File: src/rtl/host_power_defs.svh
// Constants for the host power and reset control block
// Operation
// - Backlight PWM repeats at nominal 300 Hz
// - Sense pin pulled down, picks power behaviour
// - Power pin released except momentary command
// - Power pulse level set by power invert
// - Reset pin released, pulsed with reset invert
// - Watchdog resets host through same pin
// - Eight outputs default to front-panel LEDs
`ifndef HOST_POWER_DEFS_SVH
`define HOST_POWER_DEFS_SVH
`define CLK_HZ 50000000
`define PWM_HZ 300
`define PWM_PERIOD_CYC (`CLK_HZ / `PWM_HZ)
`define PULSE_MS 100
`define PULSE_CYC (`CLK_HZ / 1000 * `PULSE_MS)
`define PWM_W 8
`define CNT_W 24
`define GPO_N 8
`endif

File: src/rtl/host_power_pkg.sv
// Types for the host power and reset control block
`include "host_power_defs.svh"
package host_power_pkg;
    typedef struct packed {
        logic o;
        logic oe;
    } pin_drive_t;
    typedef enum logic [2:0] {
        ST_IDLE = 3'b001,
        ST_PWR = 3'b010,
        ST_RST = 3'b100
    } seq_state_t;
endpackage : host_power_pkg

File: src/rtl/backlight_pwm.sv
// Backlight pulse-width modulator, 8-bit duty from full off to full on
`timescale 1ns/10ps
`include "host_power_defs.svh"
module backlight_pwm #(
    parameter int PERIOD = `PWM_PERIOD_CYC
) (
    // Clock and reset
    input wire logic clk_i,
    input wire logic srst_i,
    // Duty
    input wire logic [`PWM_W-1:0] duty_i,
    // Output
    output logic pwm_o
);
    typedef struct packed {
        logic [`CNT_W-1:0] cnt;
        logic out;
    } pwm_state_t;
    pwm_state_t st, next_st;
    logic [`CNT_W+`PWM_W-1:0] thresh;

    always_comb begin
        next_st = st;
        thresh = (`CNT_W+`PWM_W)'(PERIOD) * (`CNT_W+`PWM_W)'(duty_i);
        if (st.cnt >= `CNT_W'(PERIOD - 1)) begin
            next_st.cnt = '0;
        end else begin
            next_st.cnt = st.cnt + `CNT_W'(1);
        end
        // Compare scaled so duty 255 is fully on
        next_st.out = ((`CNT_W+`PWM_W)'(st.cnt) * (`CNT_W+`PWM_W)'(255)) < thresh;
    end

    always_ff @(posedge clk_i) begin
        if (srst_i) begin
            st <= '0;
        end else begin
            st <= next_st;
        end
    end

    assign pwm_o = st.out;
endmodule : backlight_pwm

File: src/rtl/host_power_reset_control.sv
// Host power sense, power and reset pulsing, backlight and LED routing
`timescale 1ns/10ps
`include "host_power_defs.svh"
module host_power_reset_control
#(
    parameter int PULSE_CYC = `PULSE_CYC,
    parameter int PWM_PERIOD = `PWM_PERIOD_CYC
) (
    // Clock and reset
    input wire logic clk_i,
    input wire logic srst_i,
    // Host power sense pin
    input wire logic pwr_sense_i,
    // Host power switch pin
    input wire logic pwr_ctl_i,
    output logic pwr_ctl_o,
    output logic pwr_ctl_oe_o,
    // Host reset switch pin
    input wire logic rst_ctl_i,
    output logic rst_ctl_o,
    output logic rst_ctl_oe_o,
    // Commands and configuration
    input wire logic pwr_on_req_i,
    input wire logic pwr_off_req_i,
    input wire logic host_reset_req_i,
    input wire logic watchdog_req_i,
    input wire logic pwr_invert_i,
    input wire logic rst_invert_i,
    output logic busy_o,
    output logic host_on_o,
    // Backlight
    input wire logic [`PWM_W-1:0] backlight_duty_i,
    output logic backlight_o,
    // Front-panel outputs
    input wire logic gpo_user_i,
    input wire logic [`GPO_N-1:0] gpo_user_val_i,
    input wire logic [`GPO_N-1:0] led_val_i,
    output logic [`GPO_N-1:0] gpo_o
);
    import host_power_pkg::*;

    ////////////////////////////////////////////////////////////////////////
    typedef struct packed {
        seq_state_t state;
        logic [`CNT_W-1:0] cnt;
        logic [1:0] sense_sync;
        logic [1:0] pwr_in_sync;
        logic [1:0] rst_in_sync;
        logic pwr_inv;
        logic rst_inv;
        logic [`GPO_N-1:0] gpo;
    } ctl_state_t;

    ctl_state_t st, next_st;
    logic host_on;
    logic pwr_cmd;
    pin_drive_t pwr_drive;
    pin_drive_t rst_drive;

    // Second stage only, first stage feeds nothing else
    assign host_on = st.sense_sync[1];
    // Power-on only when off, power-off only when on
    assign pwr_cmd = (pwr_on_req_i && !host_on) || (pwr_off_req_i && host_on);

    ////////////////////////////////////////////////////////////////////////
    always_comb begin
        next_st = st;
        next_st.sense_sync = {st.sense_sync[0], pwr_sense_i};
        next_st.pwr_in_sync = {st.pwr_in_sync[0], pwr_ctl_i};
        next_st.rst_in_sync = {st.rst_in_sync[0], rst_ctl_i};
        // Default routing is the LEDs; user mode hands pins over
        next_st.gpo = gpo_user_i ? gpo_user_val_i : led_val_i;
        case (st.state)
            ST_IDLE: begin
                next_st.cnt = '0;
                // Reset requests win; watchdog shares the reset pin
                if (host_reset_req_i || watchdog_req_i) begin
                    next_st.state = ST_RST;
                    next_st.rst_inv = rst_invert_i;
                end else if (pwr_cmd) begin
                    next_st.state = ST_PWR;
                    next_st.pwr_inv = pwr_invert_i;
                end
            end
            ST_PWR, ST_RST: begin
                if (st.cnt == `CNT_W'(PULSE_CYC - 1)) begin
                    next_st.state = ST_IDLE;
                    next_st.cnt = '0;
                end else begin
                    next_st.cnt = st.cnt + `CNT_W'(1);
                end
            end
            default: begin
                next_st.state = ST_IDLE;
                next_st.cnt = '0;
            end
        endcase
    end

    ////////////////////////////////////////////////////////////////////////
    always_ff @(posedge clk_i) begin
        if (srst_i) begin
            st <= '{state: ST_IDLE, default: '0};
        end else begin
            st <= next_st;
        end
    end

    ////////////////////////////////////////////////////////////////////////
    // Latched polarity so a mid-pulse change cannot glitch the pin
    // Each pin's level and enable travel together
    assign pwr_drive = '{o: st.pwr_inv, oe: (st.state == ST_PWR)};
    assign rst_drive = '{o: st.rst_inv, oe: (st.state == ST_RST)};
    assign pwr_ctl_oe_o = pwr_drive.oe;
    assign pwr_ctl_o = pwr_drive.o;
    assign rst_ctl_oe_o = rst_drive.oe;
    assign rst_ctl_o = rst_drive.o;
    assign busy_o = (st.state != ST_IDLE);
    assign host_on_o = host_on;
    assign gpo_o = st.gpo;

    ////////////////////////////////////////////////////////////////////////
    backlight_pwm #(
        .PERIOD(PWM_PERIOD)
    ) u_pwm (
        .clk_i(clk_i),
        .srst_i(srst_i),
        .duty_i(backlight_duty_i),
        .pwm_o(backlight_o)
    );
endmodule : host_power_reset_control

File: config.mk
export PLATFORM = sky130hd
export DESIGN_NAME = host_power_reset_control
export DESIGN_NICKNAME = d
export VERILOG_FILES = /design/src/rtl/host_power_pkg.sv /design/src/rtl/backlight_pwm.sv /design/src/rtl/host_power_reset_control.sv
export VERILOG_INCLUDE_DIRS = /design/src /design/src/rtl
export SDC_FILE = /design/constraint.sdc
export NUM_CORES = 1
export LEC_CHECK = 0
export BUFFER_PORTS_ARGS = -buffer_cell sky130_fd_sc_hd__buf_2
export CORE_UTILIZATION = 39
export CTS_CLUSTER_SIZE = 16
export DETAILED_ROUTE_END_ITERATION = 6
export GPL_TIMING_DRIVEN = 0
export SYNTH_ARGS = -nofsm -noshare
export SYNTH_HDL_FRONTEND = slang
export SYNTH_SLANG_ARGS = --single-unit
File: constraint.sdc
create_clock -name clk_i -period 15.71 [get_ports clk_i]
set_input_delay 3.9275 -clock clk_i [delete_from_list [all_inputs] [get_ports clk_i]]
set_output_delay 3.9275 -clock clk_i [all_outputs]
set_load 0.01 [all_outputs]
# Word-level counts from Yosys, hierarchy flattened
# Cells that the tools add are included.
# word_totals
latchBits,0
rom_bits,0
memories,0
in_bits,36
regBits,64
ramBits,0
wordCells,38
# op_classes
addsub,2
div_mod_pow,0
shifts,0
reduce_logical,10
eq_ne,7
bitwise_logic,1
order_cmp,2
muxes,6
multipliers,2
# ops
operator,n
case mux 27 bit (2 select lines),1
"adder 24 x 1 -> 24 bit, second input constant",2
less-than comparator 32 x 26 -> 1 bit,1
"multiplier 24 x 8 -> 32 bit, second input constant",1
"multiplier 17 x 8 -> 25 bit, first input constant",1
"equality test 24 x 23 -> 1 bit, second input constant",1
"greater-or-equal comparator 24 x 18 -> 1 bit, second input constant",1
2-to-1 mux 24 bit,1
2-to-1 mux 3 bit,3
2-to-1 mux 8 bit,1
AND reduction 2 bit,2
OR reduction 2 bit,2
"equality test 3 x 1 -> 1 bit, second input constant",1
"equality test 3 x 2 -> 1 bit, second input constant",1
"equality test 3 bit, second input constant",1
"!= test 3 x 1 -> 1 bit, second input constant",1
"!= test 3 bit, second input constant",1
AND reduction 3 bit,1
logical AND 1 bit,2
logical OR 1 bit,2
"!= test 2 bit, second input constant",1
zero test 1 bit,1
NOT 1 bit,1

# Depth between registers and ports, before layout
# depth
word_depth,6
ltp_mapped,27

# Modules after synthesis
# A second synthesis with hierarchy kept.
# hier_totals
hier_cells,1161
hier_area_um2,10302.4
# by_module_without_submodules
module,cells_per_inst,seq_area_each_um2,instances,area_each_um2
backlight_pwm,966,500.5,1,8493.1
host_power_reset_control,195,780.7,1,1809.2

# Worst setup path before layout
# OpenSTA, ideal clock, no wires.
# synth_timing
kind,input-to-reg
from,input port backlight_duty_i[2]
to,"register u_pwm.st, in the netlist u_pwm.pwm_o"
arrival_ns,8.426
slack_ns,7.223
n_path_buf,0
cell_stages,23
cell_sequence,ha_1 -> ha_1 -> ha_1 -> inv_1 -> fa_1 -> inv_1 -> ha_1 -> nor4_2 -> o211ai_1 -> nand3_2 -> o21ai_1 -> or4b_1 -> a31oi_2 -> o21ai_1 -> xnor2_1 -> ha_1 -> a211oi_1 -> o311a_1 -> o21ai_0 -> a211oi_1 -> o2111ai_1 -> nor4_1 -> and4bb_1
# synth_between
elab_chain_cells,2
# synth_lines
item,line,rtl
start: declaration,host_power_reset_control.sv:32,"input wire logic [`PWM_W-1:0] backlight_duty_i,"
multiplier 17 x 8 -> 25 bit,backlight_pwm.sv:24,thresh = (`CNT_W+`PWM_W)'(PERIOD) * (`CNT_W+`PWM_W)'(duty_i);
less-than comparator 32 x 26 -> 1 bit,backlight_pwm.sv:31,next_st.out = ((`CNT_W+`PWM_W)'(st.cnt) * (`CNT_W+`PWM_W)'(255)) < thresh;
end signal: assignment,backlight_pwm.sv:38,st <= next_st;
end: declaration,backlight_pwm.sv:19,"pwm_state_t st, next_st;"
# No other way between the ends.
# A chain may end at the register's enable or synchronous reset.

# Worst setup path after layout
# layout_timing
from,input port backlight_duty_i[7]
to,"register u_pwm.st, in the netlist u_pwm.pwm_o"
# Same word-level chain as after synthesis.

==> reports/qor.yml <==
synth_top_family_by_area: "adder cells"
setup_total_negative_slack_ns: 0
setup-violations-final: 0
tritoncts_num_sinks: 64
synth_area_um2: 10100
ys_dominant_reg_cell: "dfxtp_1"
leakage_nw: 5.78
synth_simple_gate_area_share_pct: 11.8
cp-start-kind: "input port"
placed_cells_incl_taps: 1509
crit_path_top_delay_cell: "fa_1"
wirelength_um: 19800
layout.core_utilization_pct: 43.7
grtUsageMet1_pct: 21.5
yosys.area.top_type_share_pct: 24.2
grt_setup_unrepaired: "false"
timing.clock.skew_ns: 0.00538
cp_max_fo: 5
grt_pass1_wl_um: 35300
synth-xor-area-share_pct: 7.20
viasPerCell: 4.77
die_height_um: 163
antenna_violations_before_repair: 0
path_clk_slew_ns: 0.05
hold_path_class: "flip-flop to flip-flop"
detail_route.wl_per_cell_um: 13.0
whs_ns: 0.435
number_of_distinct_library_cells_after_synthesis: 62
placement_rows: 58
worst_ep_required_time_ns: 15.97
timing.critical_path.arrival_ns: 9.58
cts_tree: "built"
synth-edff-count: 0
tightest_slew_ns: 0.603
synthMostInstantiatedCell: "inv_1"
largest_buffer_count_on_any_clock_path: 2
post_layout_nonfiller_instances: 1525
post_synth_inst_count: 1133
yosysWarningCount: 0
die-area_um2: 26500
gr-max-usage-layer: "met2"
ioPinCount: 51
final_antenna_net_count: 0
layout_setup_ws_ns: 6.39
final_layout_size_suffix_gt1_share_pct: 7.28
layout.nets: 1522
synthesis.area_per_instance_um2: 8.91
path_cells: "buf_2 > ha_1 > ha_1 > inv_1 > fa_1 > fa_1 > inv_1 > ha_1 > nand3_1 > a21oi_1 > nor3_1 > nor4_1 > o21ai_0 > a21oi_1 > nor4_1 > a311oi_1 > ha_1 > a211oi_1 > o311a_1 > o21ai_0 > a211oi_1 > o2111ai_1 > nor4_1 > and4bb_1"
cts.repair_timing.setup_buffer_count: 0
largest_net_degree_at_the_start_of_global_routing: 12
fmax_mhz: 107
clock_tree.htree_level_count: 3
slew_violations: 0
timing.critical_path.to_type: "flip-flop"
cp_common_cell: "ha_1"
power_density_nw_per_um2: 57.5
cpPeakStageDelay_ns: 0.55
tritoncts.num_buffers: 9
timing.setup.critical_path_class: "input port to flip-flop"
global_route.overflow_total: 0
area_growth_pct: 9.55
synth_common_cells: "inv_1 (241), ha_1 (174), fa_1 (122)"
postSynthNetCount: 1465
synth_compound_area_share_pct: 11.0
vias: 7281
insertedDiodeCount: 0
yosys_register_bits: 64
period_utilization_pct: 59.3
finalHoldViolCount: 0
synth-async-reset-ratio_pct: 0
last_weighted_congestion_value_of_the_routability_driven_placer: 0.835
cap_viol_max_count: 0
post_synth_mux_area_share_pct: 1.39
synthDominantAreaCellType: "fa_1"
detail_route.first_pass.iterations: 4
grt_use_met2_pct: 28.3
gr-usage-met3_pct: 1.40
grt_pass1_vias: 7523
ctsRootBufferMaster: "clkbuf_16"
hpwl_um: 17200
cts.hold.buffers_added: 0
chipWidth_um: 163
clk-insertion-delay-late_ns: 0.33
synth_area_leaders: "fa_1 (24%), ha_1 (22%), dfxtp_1 (13%)"
track_usage_pct: 16.3
yosys.area_share.adder_pct: 45.7
place_ws_ns: 6.03
minimum_clock_period_after_layout_ns: 9.32
post_cts_resized: 0
core_um2: 25300
port_buffers: 46
relSlewSlack_pct: 59.8
drc_errors: 0
peakVddDrop_v: 0.0000748
synth_sequential_area_ratio_pct: 12.7
start_util_pct: 39.9
status: "finished, final reports clean"
drt_iter0_markers: 289
==> metrics by stage <==
stage	power [mW]	area, µm²
detailed placement	0.427	10700
global placement	0.425	10700
floorplan	0.367	10100
CTS	0.646	11100
finish	0.636	11100
global route	0.689	11100
==> routing by layer <==
metal  share of wire [%]  vias up
li1                    -     3777
met1                  48     3412
met2                  48       70
met3                 1.4       22
met4                 2.1        0
met5                   0        -
==> cells by family (layout without fill, tap and decap cells) <==
kind of cell / count (synthesis) / in the layout
fa+ha+maj: 296 / 296
buf+inv: 265 / 327
simple gates: 240 / 240
compound gates: 171 / 171
xor+xnor: 83 / 83
flops: 64 / 64
mux: 14 / 14
==> final cells by class <==
type | count | area (µm²)
clock inverter | 5 | 78.8
timing repair buffer | 46 | 230
multi-input combinational | 804 | 7790
clock buffer | 11 | 243
tap | 330 | 413
buffer | 24 | 124
sequential | 64 | 1280
inverter | 241 | 905
fill | 2516 | 14300
==> critical path, delay by kind of cell <==
kind / cells / cell delay [ns]
AO/OA/AOI/OAI: 9 / 1.93
adder cells (fa/ha/maj): 6 / 2.23
AND/OR/NAND/NOR: 6 / 1.21
buffers and inverters: 3 / 0.28
==> worst paths after layout <==
path                                         startpoint                      to  slack, ns  cells after the start
worst max-delay path                backlight_duty_i[7]  u_pwm.pwm_o$_SDFF_PP0_       6.39                     24
worst max register to register  u_pwm.st[11]$_SDFF_PP0_  u_pwm.pwm_o$_SDFF_PP0_       8.67                     25
worst min-delay path             next_st[15]$_SDFF_PP0_    host_on_o$_SDFF_PP0_       0.43                      1
worst min register to register   next_st[15]$_SDFF_PP0_    host_on_o$_SDFF_PP0_       0.43                      1
==> state kept, by name, summed over array words and instances (netlist names) <==
register and cells:
pwr_ctl_o 1, u_pwm.pwm_o 1, u_pwm.st 24, rst_ctl_o 1
host_on_o 1, next_st 1, st 27, gpo_o 8
==> report_power, final <==
group          internal [mW]  total [mW]  switching (mW)
Sequential             0.166       0.169         0.00306
Combinational          0.110       0.253           0.143
Clock                  0.143       0.214          0.0706
==> cells in the final DEF, fill, tap and decap left out, types with 7 or more instances in the layout <==
cell	instances
or3_1	8
o211ai_1	7
a21oi_1	73
nand3_1	23
and3_1	15
nand4_1	9
dfxtp_1	64
o21ai_0	24
clkbuf_1	14
nand2b_1	7
a211oi_1	11
xnor2_1	51
buf_2	49
inv_1	241
nor2_1	64
ha_1	174
nor3_1	8
a21o_1	20
clkbuf_16	9
xor2_1	32
mux2i_1	14
fa_1	122
nand2_1	67
nor2b_1	10
buf_4	8
Note: power is estimated with default switching activity, not from simulation.
